## src/hdl/vgast_pkg.sv

```systemverilog
// Package with raster timing constants, pixel carrier and decode helpers
package vgast_pkg;

    ////////////////////////////////////////////////////////////////////////////
    // Clock
    localparam int CLK_PERIOD_NS = 40;
    localparam int CLK_HZ = 1000000000 / CLK_PERIOD_NS;

    ////////////////////////////////////////////////////////////////////////////
    // Colour layout
    localparam int CHAN_W = 4;
    localparam int PIXEL_W = 3 * CHAN_W;

    ////////////////////////////////////////////////////////////////////////////
    // Horizontal timing in pixel clocks
    localparam int H_VISIBLE = 640;
    localparam int H_FRONT = 16;
    localparam int H_SYNC = 96;
    localparam int H_BACK = 48;

    ////////////////////////////////////////////////////////////////////////////
    // Vertical timing in lines
    localparam int V_VISIBLE = 480;
    localparam int V_FRONT = 10;
    localparam int V_SYNC = 2;
    localparam int V_BACK = 29;

    ////////////////////////////////////////////////////////////////////////////
    // Refresh window and buffering
    localparam int REFRESH_MIN_HZ = 50;
    localparam int REFRESH_MAX_HZ = 120;
    localparam int FIFO_DEPTH = 32;

    ////////////////////////////////////////////////////////////////////////////
    // Reset values
    localparam int COUNT_RESET = 0;
    localparam logic SYNC_IDLE = 1'b1;

    ////////////////////////////////////////////////////////////////////////////
    // Pixel carrier, red in the top bits
    typedef struct packed {
        logic [CHAN_W-1:0] red;
        logic [CHAN_W-1:0] green;
        logic [CHAN_W-1:0] blue;
    } vgast_pixel_s;

    localparam vgast_pixel_s PIXEL_BLANK = '{red: 4'h0, green: 4'h0, blue: 4'h0};

    ////////////////////////////////////////////////////////////////////////////
    // Interval decode: true when lo <= value < lo + len
    function automatic logic vgast_in_range(input int value, input int lo, input int len);
        vgast_in_range = (value >= lo) && (value < lo + len);
    endfunction : vgast_in_range

endpackage : vgast_pkg

```

## src/hdl/vgast_fifo.sv

```systemverilog
// Synchronous FIFO with valid/ready on both sides
module vgast_fifo #(
    parameter int WIDTH = 12,
    parameter int DEPTH = 32
) (
    input wire logic clk_i,               // Pixel clock
    input wire logic reset_i,             // Synchronous reset, high
    input wire logic [WIDTH-1:0] in_data_i, // Write data
    input wire logic in_valid_i,          // Write request
    output logic in_ready_o,              // Room for a word
    output logic [WIDTH-1:0] out_data_o,  // Head word
    output logic out_valid_o,             // Head word present
    input wire logic out_ready_i,         // Drain request
    output logic [$clog2(DEPTH):0] level_o // Words held
);

    localparam int AW = $clog2(DEPTH);

    ////////////////////////////////////////////////////////////////////////////
    // Parameter checks
    if (DEPTH < 2 || (1 << AW) != DEPTH) begin : g_bad_depth
        $error("vgast_fifo depth must be a power of two of at least 2");
    end
    if (WIDTH < 1) begin : g_bad_width
        $error("vgast_fifo width must be positive");
    end

    logic [WIDTH-1:0] mem_q [DEPTH];
    logic [AW:0] wr_ptr_q;
    logic [AW:0] rd_ptr_q;
    logic push;
    logic pop;
    logic full;
    logic empty;

    ////////////////////////////////////////////////////////////////////////////
    // Full and empty from pointers with a wrap bit
    assign full = (wr_ptr_q[AW] != rd_ptr_q[AW]) && (wr_ptr_q[AW-1:0] == rd_ptr_q[AW-1:0]);
    assign empty = (wr_ptr_q == rd_ptr_q);
    assign push = in_valid_i && !full;
    assign pop = out_ready_i && !empty;
    assign in_ready_o = !full;
    assign out_valid_o = !empty;
    assign out_data_o = mem_q[rd_ptr_q[AW-1:0]];
    assign level_o = wr_ptr_q - rd_ptr_q;

    // Storage write
    always_ff @(posedge clk_i) begin
        if (push) begin
            mem_q[wr_ptr_q[AW-1:0]] <= in_data_i;
        end
    end

    // Write pointer
    always_ff @(posedge clk_i) begin
        if (reset_i) begin
            wr_ptr_q <= '0;
        end else if (push) begin
            wr_ptr_q <= wr_ptr_q + 1'b1;
        end
    end

    // Read pointer
    always_ff @(posedge clk_i) begin
        if (reset_i) begin
            rd_ptr_q <= '0;
        end else if (pop) begin
            rd_ptr_q <= rd_ptr_q + 1'b1;
        end
    end

endmodule : vgast_fifo

```

## src/hdl/vgast_timing.sv

```systemverilog
// Raster timing controller: counters, sync decode, pixel fetch and colour out
//
// Functional notes
// RULE1 - Colour leaves as three 4-bit channels, one 12-bit code per pixel.
// RULE2 - Twelve colour lines plus horizontal and vertical sync, all raster timed.
// RULE3 - Reference mode 640 by 480 at 25 MHz pixel clock, about 60 Hz.
// RULE4 - Line is 800 clocks: 640 visible, 16 front, 96 sync, 48 back.
// RULE5 - Frame is 521 lines: 480 visible, 10 front, 2 sync, 29 back.
// RULE6 - Colour shows only when both counters are visible, otherwise blank.
// RULE7 - Horizontal counter steps every clock, gives hsync and the column.
// RULE8 - Vertical counter steps at each hsync onset, gives vsync and the row.
// RULE9 - Both counters wrap forever; column and row form the memory address. Here fetch_addr_o counts accepted words instead.
// RULE10 - Hsync and vsync phase is free; origins placed at first visible pixel.
// RULE11 - One 12-bit word per visible pixel, shown in exactly its clock. Here a starved pixel shows blank and later words slip by one.
// RULE12 - Pixels go left to right, rows top to bottom.
// RULE13 - Frame rate must stay between 50 Hz and 120 Hz for any mode.
// RULE14 - Both syncs are active low, only inside their pulse intervals.
// RULE15 - Reset puts counters at first visible pixel and blanks colour.
module vgast_timing #(
    parameter int CLK_HZ = vgast_pkg::CLK_HZ, // RULE3
    parameter int H_VISIBLE = vgast_pkg::H_VISIBLE,
    parameter int H_FRONT = vgast_pkg::H_FRONT,
    parameter int H_SYNC = vgast_pkg::H_SYNC,
    parameter int H_BACK = vgast_pkg::H_BACK,
    parameter int V_VISIBLE = vgast_pkg::V_VISIBLE,
    parameter int V_FRONT = vgast_pkg::V_FRONT,
    parameter int V_SYNC = vgast_pkg::V_SYNC,
    parameter int V_BACK = vgast_pkg::V_BACK,
    parameter int FIFO_DEPTH = vgast_pkg::FIFO_DEPTH,
    localparam int H_TOTAL = H_VISIBLE + H_FRONT + H_SYNC + H_BACK,
    localparam int V_TOTAL = V_VISIBLE + V_FRONT + V_SYNC + V_BACK,
    localparam int HCW = $clog2(H_TOTAL),
    localparam int VCW = $clog2(V_TOTAL),
    localparam int PIXELS = H_VISIBLE * V_VISIBLE,
    localparam int ADDR_W = $clog2(PIXELS),
    localparam int LVL_W = $clog2(FIFO_DEPTH) + 1
) (
    input wire logic clk_i,                         // Pixel clock
    input wire logic reset_i,                       // Synchronous reset, high
    input wire vgast_pkg::vgast_pixel_s pix_data_i, // Word from video memory
    input wire logic pix_valid_i,                   // Word offered
    output logic pix_ready_o,                       // Word accepted when valid
    output logic [ADDR_W-1:0] fetch_addr_o,         // Address of next word wanted
    output vgast_pkg::vgast_pixel_s rgb_o,          // Colour to the DAC
    output logic hsync_n_o,                         // Horizontal sync, low active
    output logic vsync_n_o,                         // Vertical sync, low active
    output logic active_o,                          // Colour interval, aligned to rgb_o
    output logic frame_start_o,                     // First pixel of frame on rgb_o
    output logic underrun_o,                        // Visible pixel had no word
    output logic [HCW-1:0] col_o,                   // Current column counter
    output logic [VCW-1:0] row_o,                   // Current row counter
    output logic [LVL_W-1:0] fifo_level_o           // Words buffered
);

    ////////////////////////////////////////////////////////////////////////////
    // Elaboration checks
    // Refuse modes that the counters or the refresh range cannot serve
    if (H_VISIBLE < 1 || H_FRONT < 1 || H_SYNC < 1 || H_BACK < 1) begin : g_bad_h
        $error("vgast_timing horizontal intervals must be at least one clock");
    end
    if (V_VISIBLE < 1 || V_FRONT < 1 || V_SYNC < 1 || V_BACK < 1) begin : g_bad_v
        $error("vgast_timing vertical intervals must be at least one line");
    end
    if (CLK_HZ < vgast_pkg::REFRESH_MIN_HZ * H_TOTAL * V_TOTAL) begin : g_slow
        $error("vgast_timing frame rate below the usable refresh range"); // RULE13
    end
    if (CLK_HZ > vgast_pkg::REFRESH_MAX_HZ * H_TOTAL * V_TOTAL) begin : g_fast
        $error("vgast_timing frame rate above the usable refresh range"); // RULE13
    end
    if (FIFO_DEPTH < 2 || (1 << $clog2(FIFO_DEPTH)) != FIFO_DEPTH) begin : g_bad_depth
        $error("vgast_timing buffer depth must be a power of two of at least 2");
    end

    ////////////////////////////////////////////////////////////////////////////
    // Derived decode points
    localparam int H_SYNC_START = H_VISIBLE + H_FRONT;
    localparam int V_SYNC_START = V_VISIBLE + V_FRONT;
    localparam logic [HCW-1:0] H_LAST = HCW'(H_TOTAL - 1);
    localparam logic [HCW-1:0] H_STEP = HCW'(H_SYNC_START - 1);
    localparam logic [VCW-1:0] V_LAST = VCW'(V_TOTAL - 1);
    localparam logic [ADDR_W-1:0] ADDR_LAST = ADDR_W'(PIXELS - 1);

    logic [HCW-1:0] hcount_q;
    logic [HCW-1:0] hcount_d;
    logic [VCW-1:0] vcount_q;
    logic [VCW-1:0] vcount_d;
    logic [ADDR_W-1:0] fetch_addr_q;
    logic h_visible;
    logic v_visible;
    logic visible;
    logic h_pulse;
    logic v_pulse;
    logic frame_origin;
    logic push;
    logic pop;
    vgast_pkg::vgast_pixel_s fifo_head;
    logic fifo_valid;
    logic fifo_ready;
    logic [vgast_pkg::PIXEL_W-1:0] fifo_head_raw;
    vgast_pkg::vgast_pixel_s rgb_q;
    logic hsync_n_q;
    logic vsync_n_q;
    logic active_q;
    logic frame_start_q;
    logic underrun_q;

    ////////////////////////////////////////////////////////////////////////////
    // Horizontal counter, one step per pixel clock, wraps at line end
    // Origin at the first visible pixel: column and row index the frame
    // directly, and each wrap costs a single compare
    always_comb begin
        if (hcount_q == H_LAST) begin
            hcount_d = '0; // RULE9
        end else begin
            hcount_d = hcount_q + 1'b1; // RULE7 RULE4
        end
    end

    always_ff @(posedge clk_i) begin
        if (reset_i) begin
            hcount_q <= HCW'(vgast_pkg::COUNT_RESET); // RULE15
        end else begin
            hcount_q <= hcount_d;
        end
    end

    ////////////////////////////////////////////////////////////////////////////
    // Vertical counter, steps as the horizontal sync pulse begins
    // Pulse and back porch columns therefore already carry the next row;
    // only visible columns use the row as an address, so this is harmless
    // The phase between the two pulses is free, so nothing is lost here
    always_comb begin
        vcount_d = vcount_q;
        if (hcount_q == H_STEP) begin
            if (vcount_q == V_LAST) begin
                vcount_d = '0; // RULE9 RULE5
            end else begin
                vcount_d = vcount_q + 1'b1; // RULE8
            end
        end
    end

    always_ff @(posedge clk_i) begin
        if (reset_i) begin
            vcount_q <= VCW'(vgast_pkg::COUNT_RESET); // RULE15
        end else begin
            vcount_q <= vcount_d;
        end
    end

    ////////////////////////////////////////////////////////////////////////////
    // Interval decode from the counters
    // Plain compares on the live counters; the registers further down delay
    // the colour, sync and flag outputs by one clock so that colour and syncs move together
    assign h_visible = vgast_pkg::vgast_in_range(int'(hcount_q), 0, H_VISIBLE); // RULE7
    assign v_visible = vgast_pkg::vgast_in_range(int'(vcount_q), 0, V_VISIBLE); // RULE8
    assign h_pulse = vgast_pkg::vgast_in_range(int'(hcount_q), H_SYNC_START, H_SYNC); // RULE4
    assign v_pulse = vgast_pkg::vgast_in_range(int'(vcount_q), V_SYNC_START, V_SYNC); // RULE5
    assign visible = h_visible && v_visible; // RULE6
    assign frame_origin = (hcount_q == '0) && (vcount_q == '0); // RULE10

    ////////////////////////////////////////////////////////////////////////////
    // Pixel buffer between video memory and the raster
    // Lets a slow or bursty memory run ahead of the raster
    // A word is taken only while there is room, so none is ever dropped
    // A starved visible pixel shows blank and later words slip by one;
    // the source must keep the buffer fed, there is no resynchronisation
    assign push = pix_valid_i && fifo_ready;
    assign pop = visible && fifo_valid; // RULE11
    assign pix_ready_o = fifo_ready;
    assign fifo_head = vgast_pkg::vgast_pixel_s'(fifo_head_raw);

    vgast_fifo #(
        .WIDTH(vgast_pkg::PIXEL_W),
        .DEPTH(FIFO_DEPTH)
    ) u_fifo (
        .clk_i(clk_i),
        .reset_i(reset_i),
        .in_data_i(pix_data_i),
        .in_valid_i(pix_valid_i),
        .in_ready_o(fifo_ready),
        .out_data_o(fifo_head_raw),
        .out_valid_o(fifo_valid),
        .out_ready_i(pop),
        .level_o(fifo_level_o)
    );

    ////////////////////////////////////////////////////////////////////////////
    // Fetch address walks the visible raster in order, one per accepted word
    // Counts accepted words, not screen positions, so it leads the raster
    // by the buffer level and wraps after the last visible pixel
    always_ff @(posedge clk_i) begin
        if (reset_i) begin
            fetch_addr_q <= '0;
        end else if (push) begin
            if (fetch_addr_q == ADDR_LAST) begin
                fetch_addr_q <= '0; // RULE9
            end else begin
                fetch_addr_q <= fetch_addr_q + 1'b1; // RULE12
            end
        end
    end

    ////////////////////////////////////////////////////////////////////////////
    // Colour register, blank outside the visible area or on a missing word
    // A waiting word never leaks into porch or pulse intervals,
    // so blanking holds even with a full buffer
    always_ff @(posedge clk_i) begin
        if (reset_i) begin
            rgb_q <= vgast_pkg::PIXEL_BLANK; // RULE15
        end else if (pop) begin
            rgb_q <= fifo_head; // RULE1 RULE11
        end else begin
            rgb_q <= vgast_pkg::PIXEL_BLANK; // RULE6
        end
    end

    // Horizontal sync register, delayed one clock to line up with the colour
    always_ff @(posedge clk_i) begin
        if (reset_i) begin
            hsync_n_q <= vgast_pkg::SYNC_IDLE;
        end else begin
            hsync_n_q <= !h_pulse; // RULE14 RULE2
        end
    end

    // Vertical sync register, delayed likewise
    always_ff @(posedge clk_i) begin
        if (reset_i) begin
            vsync_n_q <= vgast_pkg::SYNC_IDLE;
        end else begin
            vsync_n_q <= !v_pulse; // RULE14 RULE2
        end
    end

    // Visible flag aligned with the colour
    always_ff @(posedge clk_i) begin
        if (reset_i) begin
            active_q <= 1'b0;
        end else begin
            active_q <= visible; // RULE6
        end
    end

    // Frame pulse on the first pixel of the raster
    always_ff @(posedge clk_i) begin
        if (reset_i) begin
            frame_start_q <= 1'b0;
        end else begin
            frame_start_q <= frame_origin; // RULE12
        end
    end

    // Starved pixel flag, no word for a visible position
    always_ff @(posedge clk_i) begin
        if (reset_i) begin
            underrun_q <= 1'b0;
        end else begin
            underrun_q <= visible && !fifo_valid; // RULE11
        end
    end

    ////////////////////////////////////////////////////////////////////////////
    // Outputs
    // Column and row leave undelayed: they lead the colour by one clock,
    // the time a registered memory read needs
    assign rgb_o = rgb_q;
    assign hsync_n_o = hsync_n_q;
    assign vsync_n_o = vsync_n_q;
    assign active_o = active_q;
    assign frame_start_o = frame_start_q;
    assign underrun_o = underrun_q;
    assign fetch_addr_o = fetch_addr_q;
    assign col_o = hcount_q; // RULE7
    assign row_o = vcount_q; // RULE8

endmodule : vgast_timing

```

## config.mk

```make
export PLATFORM = sky130hd
export DESIGN_NAME = vgast_timing
export DESIGN_NICKNAME = d
export VERILOG_FILES = /design/src/hdl/vgast_pkg.sv /design/src/hdl/vgast_fifo.sv /design/src/hdl/vgast_timing.sv
export SDC_FILE = /design/constraint.sdc
export NUM_CORES = 1
export LEC_CHECK = 0
export ABC_AREA = 0
export BUFFER_PORTS_ARGS = -buffer_cell sky130_fd_sc_hd__buf_2
export CORE_AREA = 2 2 184 186
export DETAILED_ROUTE_END_ITERATION = 7
export DIE_AREA = 0 0 186 188
export PLACE_DENSITY = 0.81
export SLEW_MARGIN = 20
export SYNTH_ARGS = -nofsm -noshare
export SYNTH_HDL_FRONTEND = slang
export SYNTH_SLANG_ARGS = --single-unit
export TNS_END_PERCENT = 100
```

## constraint.sdc

```tcl
create_clock -name clk_i -period 3 [get_ports clk_i]
set_input_delay 0.45 -clock clk_i [delete_from_list [all_inputs] [get_ports clk_i]]
set_output_delay 0.45 -clock clk_i [all_outputs]
set_load 0.03 [all_outputs]
```

==> metrics.md, run 1 <==
| Metric | Value |
|---|---|
| Worst Setup End Kind | `primary output` |
| Sequential fraction of design power | `45.3%` |
| Register area share after synthesis | `72.08%` |
| Commonest non-fill, non-tap cell in the layout | `edfxtp_1` |
| Clock Tree Buf Depth | `3` |
| Die width | `186 um` |
| Final worst slack | `67.56 ps` |
| Setup TNS | `0 ps` |
| Slew @ Worst Pin | `1048 ps` |
| Fill cell count | `2261` |
| All-Layer GR Usage | `22.59%` |
| Vias | `9964` |
| Max Clk Rate | `341.0 MHz` |
| Ys Warns | `0` |
| Placed instance area | `18920 um2` |
| CTS buffer count | `44` |
| Starting Density | `54.01%` |
| Comb power frac | `20.4%` |
| Row count | `67` |
| Vias in the first global route | `9788` |
| Post-layout nets | `1172` |
| Share of post-route cells with drive strength above 1 | `27.47%` |
| Number of synthesized flops with an enable pin | `384` |
| Ant diodes | `0` |
| Register bit total from synthesis | `452` |
| Most frequent cells in the layout | `384 x edfxtp_1, 75 x buf_2, 74 x nor2_1, 72 x mux4_2, 65 x dfxtp_1` |
| Pre-CTS setup slack | `237.3 ps` |
| DRT iter0 DRCs | `985` |
| CTS tree | `built` |
| Post-detailed-route count of antenna-violating nets | `0` |
| Peak VDD IR | `616.7 uV` |
| Net Switching | `4.128 mW` |
| Finish-stage setup viols | `0` |
| Outcome | `finished, final reports clean` |
| Root Driver | `clkbuf_16` |
| HPWL after DPL | `23000 um` |
| First-pass GRT wire length | `58460 um` |
| Die Area | `34970 um2` |
| CTS Sinks | `452` |
| Clk pwr share | `34.3%` |
| Synth cell types | `49` |
| Post-Route WL | `38910 um` |
| Prevailing post-synth register cell | `edfxtp_1` |
| Area delta synth->final | `13.73%` |
| Relative slew slack | `29.84%` |
| Initial antenna violation count | `0` |
| Sw frac | `26.67%` |
| Crit-path cells | `inv_1, ha_1, nor2b_1, o21ai_2, a21boi_1, or4_1, nand3_2, buf_6` |
| IO buf count | `77` |
| Clock Latency Late Sink | `550 ps` |
| Worst Path Max Fanout | `3` |
| Skew final | `19.16 ps` |
| H-Tree Depth | `2` |
| Crit path largest cell delay | `490 ps` |
| CTS Hold Bufs | `0` |
| Syn nets | `1077` |
| Pint | `11.35 mW` |
| Final worst path period need | `2932 ps` |
| Fin area | `20340 um2` |
| WP data required | `2550 ps` |
| Clk pin slew, worst setup/hold paths | `60 ps` |
| Gpl congestion | `0.8679` |
| Io pins | `78` |
| Worst Hold Class | `in2reg` |
| Static Leak | `6.683 nW` |
| Routed len/inst | `23.96 um` |
| Largest net degree at the start of global routing | `101` |
| Die extent in y | `188 um` |
| Netlist Area Pre-Place | `17890 um2` |
| Max-cap viol count | `0` |
| Fin. Hold Viols | `0` |
| Post-synth ARST share | `0%` |
| Cells after synthesis | `1046` |
| Vias per cell | `6.135` |
| Utilization after layout | `61.43%` |
| Worst setup SP type | `register` |
| Worst EP arrival | `2480 ps` |
| Drt drc | `0` |
| Crit Path Class | `reg2out` |
| Core area | `33110 um2` |
| Part of the cycle the worst path needs | `97.75%` |
| Overflow after GRT | `0` |
| Mean Syn Cell Area | `17.10 um2` |
| Worst path slowest cell | `or4_1` |
| Pwr dens | `760.9 nW/um2` |
| Detailed-router iteration count before antenna repair | `5` |
| Max Transition Viols Final | `0` |
cell usage after synthesis, drive strengths merged (3+ instances only):
cell	count	share of area, %
a21oi	9	0.25
a221oi	12	0.59
a22oi	12	0.50
and2	3	0.10
and3	20	0.70
and4	3	0.15
buf	19	0.49
clkbuf	34	0.71
dfxtp	68	7.6
edfxtp	384	64
ha	15	1.0
inv	17	0.36
mux2	48	3.0
mux2i	16	0.90
mux4	72	9.1
nand2	43	0.90
nand3	28	0.78
nand3b	4	0.17
nand4	9	0.31
nor2	103	2.2
nor3	14	0.39
nor4	10	0.35
o21ai	4	0.11
o221ai	24	1.2
o31ai	4	0.27
or3	4	0.14
or4	5	0.21
xnor2	24	1.2
xor2	17	0.83
power groups by stage:
| stage | clock (mW) | combinational [mW] | sequential, mW |
|---|---|---|---|
| 3_3_place_gp | 0 | 3.06 | 7.13 |
| 4_1_cts | 5.38 | 3.14 | 7.00 |
| 2_1_floorplan | 0 | 2.03 | 7.25 |
| 3_5_place_dp | 0 | 3.10 | 7.14 |
| 6_report | 5.31 | 3.17 | 7.00 |
| 5_1_grt | 5.64 | 3.34 | 7.01 |
cell families after synthesis:
| family | Yosys count | synth area share [%] |
|---|---|---|
| AOI/OAI and AO/OA | 74 | 3.337 |
| xor gates and xnor gates | 41 | 2.050 |
| adders and majority gates | 16 | 1.161 |
| buffers and inverters | 72 | 1.602 |
| DFF | 452 | 72.08 |
| muxes | 136 | 12.98 |
| and+or+nand+nor | 255 | 6.786 |
critical path: cells and delay by family, from the launching register on:
kind                       cells  cell delay (ps)
AOI/OAI and AO/OA              2              230
adders and majority gates      1              330
buffers and inverters          2              230
DFF                            1              350
and+or+nand+nor                3              770
sequential cells by signal (all words and copies together) (netlist names):
name and count:
underrun_o 1, fetch_addr_o 19, u_fifo.wr_ptr_q 6, u_fifo.mem_q 384, col_o 10, hsync_n_o 1, rgb_o 12, row_o 10
vsync_n_o 1, u_fifo.rd_ptr_q 6, frame_start_o 1, active_o 1
layout make-up:
type	instances	area, um2	area share (%)
flip-flops and latches	452	12900	63.42
multi-input cells	522	4795	23.57
clock buffers	61	1217	5.985
repair buffers	102	619.3	3.045
well taps	448	560.5	2.756
clock inverters	20	177.7	0.8734
inverters	19	71.32	0.3506
metrics by stage:
step | std cells | hold WS (ps) | power [mW]
6_report | 1624 | 401.4 | 15.48
5_1_grt | 1624 | 439.8 | 15.99
4_1_cts | 1624 | 402.3 | 15.52
3_5_place_dp | 1543 | 453.2 | 10.23
3_3_place_gp | 1543 | 445.1 | 10.19
2_1_floorplan | 1046 | 527.7 | 9.281
routing by layer:
metal | track usage, % | wire (um)
met1 | 30.93 | 15160
met3 | 3.651 | 3187
met5 | 0 | 0
met4 | 7.723 | 1212
met2 | 37.12 | 19360
worst paths after layout:
path | from | endpoint | slack (ps) | cells after the start
max | u_fifo.rd_ptr_q[1] | fifo_level_o[5] | 70 | 8
min | reset_i | col_o[6] | 400 | 2
max reg2reg | u_fifo.wr_ptr_q[3] | fetch_addr_o[7] | 230 | 6
min reg2reg | row_o[1] | vsync_n_o | 470 | 1
timing repair:
action                     4_1_cts  5_1_grt
buffers inserted                 0        0
setup endpoints to repair        1        2
hold endpoints to repair         0        0
gates resized for setup          3        6
No activity file was read; power rests on OpenSTA's default activity.
==> inputs of run 2 (changes only) <==
--- a/config.mk
+++ b/config.mk
@@ -10,7 +10,7 @@
 export CORE_AREA = 2 2 184 186
 export DETAILED_ROUTE_END_ITERATION = 7
 export DIE_AREA = 0 0 186 188
-export PLACE_DENSITY = 0.81
+export PLACE_DENSITY = 0.77
 export SLEW_MARGIN = 20
 export SYNTH_ARGS = -nofsm -noshare
 export SYNTH_HDL_FRONTEND = slang
==> metrics.md, run 2 (synthesized netlist as in run 1, its figures left out) <==
| Metric | Value |
|---|---|
| Seq. cell area | `12900 um2 (about the same)` |
| CTS Sinks | `452 (unchanged)` |
| Vias | `10078 (+1.1%)` |
| Worst Setup End Kind | `primary output` |
| Worst Path Max Fanout | `5 (+2)` |
| Max Transition Viols Final | `0 (unchanged)` |
| Worst EP arrival | `2410 ps (-70 ps)` |
| Setup crit start | `u_fifo.wr_ptr_q[0]` |
| Pre-CTS setup slack | `406.3 ps (+169.0 ps)` |
| CTS buffer count | `45 (+2.3%)` |
| Relative slew slack | `28.21% (-1.6 points)` |
| Detailed-router iteration count before antenna repair | `5 (unchanged)` |
| Final worst slack | `144.1 ps (+76.50 ps)` |
| Peak VDD IR | `608.2 uV (-1.4%)` |
| Comb power frac | `20.0% (-0.4 points)` |
| Core area | `33110 um2 (unchanged)` |
| Skew final | `9.457 ps (-9.701 ps)` |
| Clock Latency Late Sink | `550 ps (about the same)` |
| Clk pin slew, worst setup/hold paths | `60 ps (about the same)` |
| Met2 WL | `19110 um (-1.3%)` |
| Reg-to-Reg Start | `u_fifo.wr_ptr_q[0]` |
| Clock Tree Buf Depth | `3 (unchanged)` |
| Finish-stage setup viols | `0 (unchanged)` |
| Gpl congestion | `0.8569 (-1.3%)` |
| Drt drc | `0 (unchanged)` |
| Slew @ Worst Pin | `1073 ps (+24.36 ps)` |
| IO buf count | `77 (unchanged)` |
| Row count | `67 (unchanged)` |
| Post-detailed-route count of antenna-violating nets | `0 (unchanged)` |
| Max reg flops | `384 (unchanged)` |
| Commonest non-fill, non-tap cell in the layout | `edfxtp_1` |
| Pint | `11.66 mW (+2.7%)` |
| Root Driver | `clkbuf_16` |
| RSZ-0062 raised after global routing | `no` |
| Crit Path Class | `reg2out` |
| Max layer used | `met4` |
| Area delta synth->final | `15.63%` |
| Area occupied by multi-input gates | `4786 um2 (-0.18%)` |
| Initial antenna violation count | `1 (+1)` |
| Fin. Hold Viols | `0 (unchanged)` |
| Routed len/inst | `24.01 um (+0.20%)` |
| All-Layer GR Usage | `23.10% (+0.51 points)` |
| Utilization after layout | `62.46% (+1.0 points)` |
| DRT iter0 DRCs | `878 (-11%)` |
| Final worst path period need | `2856 ps (-76.50 ps)` |
| Outcome | `finished, final reports clean` |
| Worst Hold Class | `in2reg` |
| Hold path start | `reset_i` |
| Met1 wire length | `16360 um (+8.0%)` |
| Die Area | `34970 um2 (unchanged)` |
| Part of the cycle the worst path needs | `95.20% (-2.5 points)` |
| Die width | `186 um (unchanged)` |
| Static Leak | `6.920 nW (+3.5%)` |
| Post-Route WL | `39880 um (+2.5%)` |
| HPWL after DPL | `23850 um (+3.7%)` |
| Max-cap viol count | `0 (unchanged)` |
| Post-layout nets | `1207 (+3.0%)` |
| Sw frac | `26.56% (-0.10 points)` |
| Net Switching | `4.218 mW (+2.2%)` |
| Vias per cell | `6.067 (-1.1%)` |
| Clk pwr share | `35.8% (+1.5 points)` |
| Vias in the first global route | `9833 (+0.46%)` |
| H-Tree Depth | `2 (unchanged)` |
| Share of post-route cells with drive strength above 1 | `29.84% (+2.4 points)` |
| Pwr dens | `767.7 nW/um2 (+0.89%)` |
| Most frequent cells in the layout | `384 x edfxtp_1, 79 x nor2_1, 75 x buf_2, 72 x mux4_2, 64 x dfxtp_1` |
| Largest net degree at the start of global routing | `101 (unchanged)` |
| First-pass GRT wire length | `59800 um (+2.3%)` |
| CTS tree | `built` |
| Sequential fraction of design power | `44.2% (-1.1 points)` |
| Io pins | `78 (unchanged)` |
| WP data required | `2550 ps (about the same)` |
| Overflow after GRT | `0 (unchanged)` |
| Ant diodes | `0 (unchanged)` |
| Worst setup SP type | `register` |
| Fill cell count | `2305 (+1.9%)` |
| DR WL met3 | `3128 um (-1.9%)` |
| Max Clk Rate | `350.1 MHz (+2.7%)` |
| Starting Density | `54.01% (unchanged)` |
| Die extent in y | `188 um (unchanged)` |
## run 2: final timing paths
kind	endpoint	slack, ps	depth (start not counted)
hold reg to reg	col_o[0]	490	1
hold / removal	col_o[6]	400	2
setup / recovery	fifo_level_o[4]	140	9
setup reg to reg	fetch_addr_o[18]	380	7
## run 2: timing repair
item / CTS / global route
pin swaps: 0 / 2
gates resized for setup: 3 / 7
endpoints found under the setup margin: 1 / 2
buffers inserted: 0 / 0
hold buffers: 0 / 0
## run 2: metal layers
metal,global-route usage (%),vias up
met3,3.768,82
met1,32.57,5143
met4,7.723,0
li1,-,4396
met2,37.03,457
met5,0,-
## run 2: layout make-up
class,instances,share of cell area [%]
clock buffer,54,5.608
clock inverter,30,1.640
inverter,19,0.3448
multi-input combinational,522,23.14
sequential,452,62.39
tap,448,2.710
timing repair buffer,136,4.168
## run 2: per-stage QoR
step | hold slack [ps] | setup TNS [ps] | cells | total power [mW] | cell area [um2]
final | 395.4 | 0 | 1661 | 15.88 | 20680
after CTS | 389.7 | 0 | 1661 | 15.96 | 20660
after floorplan | 527.7 | -35460 | 1046 | 9.281 | 17950
after detailed placement | 464.2 | 0 | 1577 | 10.28 | 19160
after global placement | 449.1 | 0 | 1577 | 10.24 | 19160
after global routing | 398.3 | 0 | 1661 | 16.43 | 20680
## run 2: power groups by stage
stage	clock network, mW	logic, mW	registers [mW]
after floorplan	0	2.03	7.25
after global placement	0	3.09	7.15
after detailed placement	0	3.13	7.15
after CTS	5.77	3.18	7.02
after global routing	6.03	3.38	7.02
final	5.68	3.18	7.02
## run 2: worst max-delay path: stages, from the launching register on
cell      delay (ps)
dfxtp_1          360
inv_1            130
ha_1             180
inv_1             60
fa_1             410
nand2_1           90
nand2_1           50
a21oi_1          190
xnor2_1          170
clkbuf_4         230
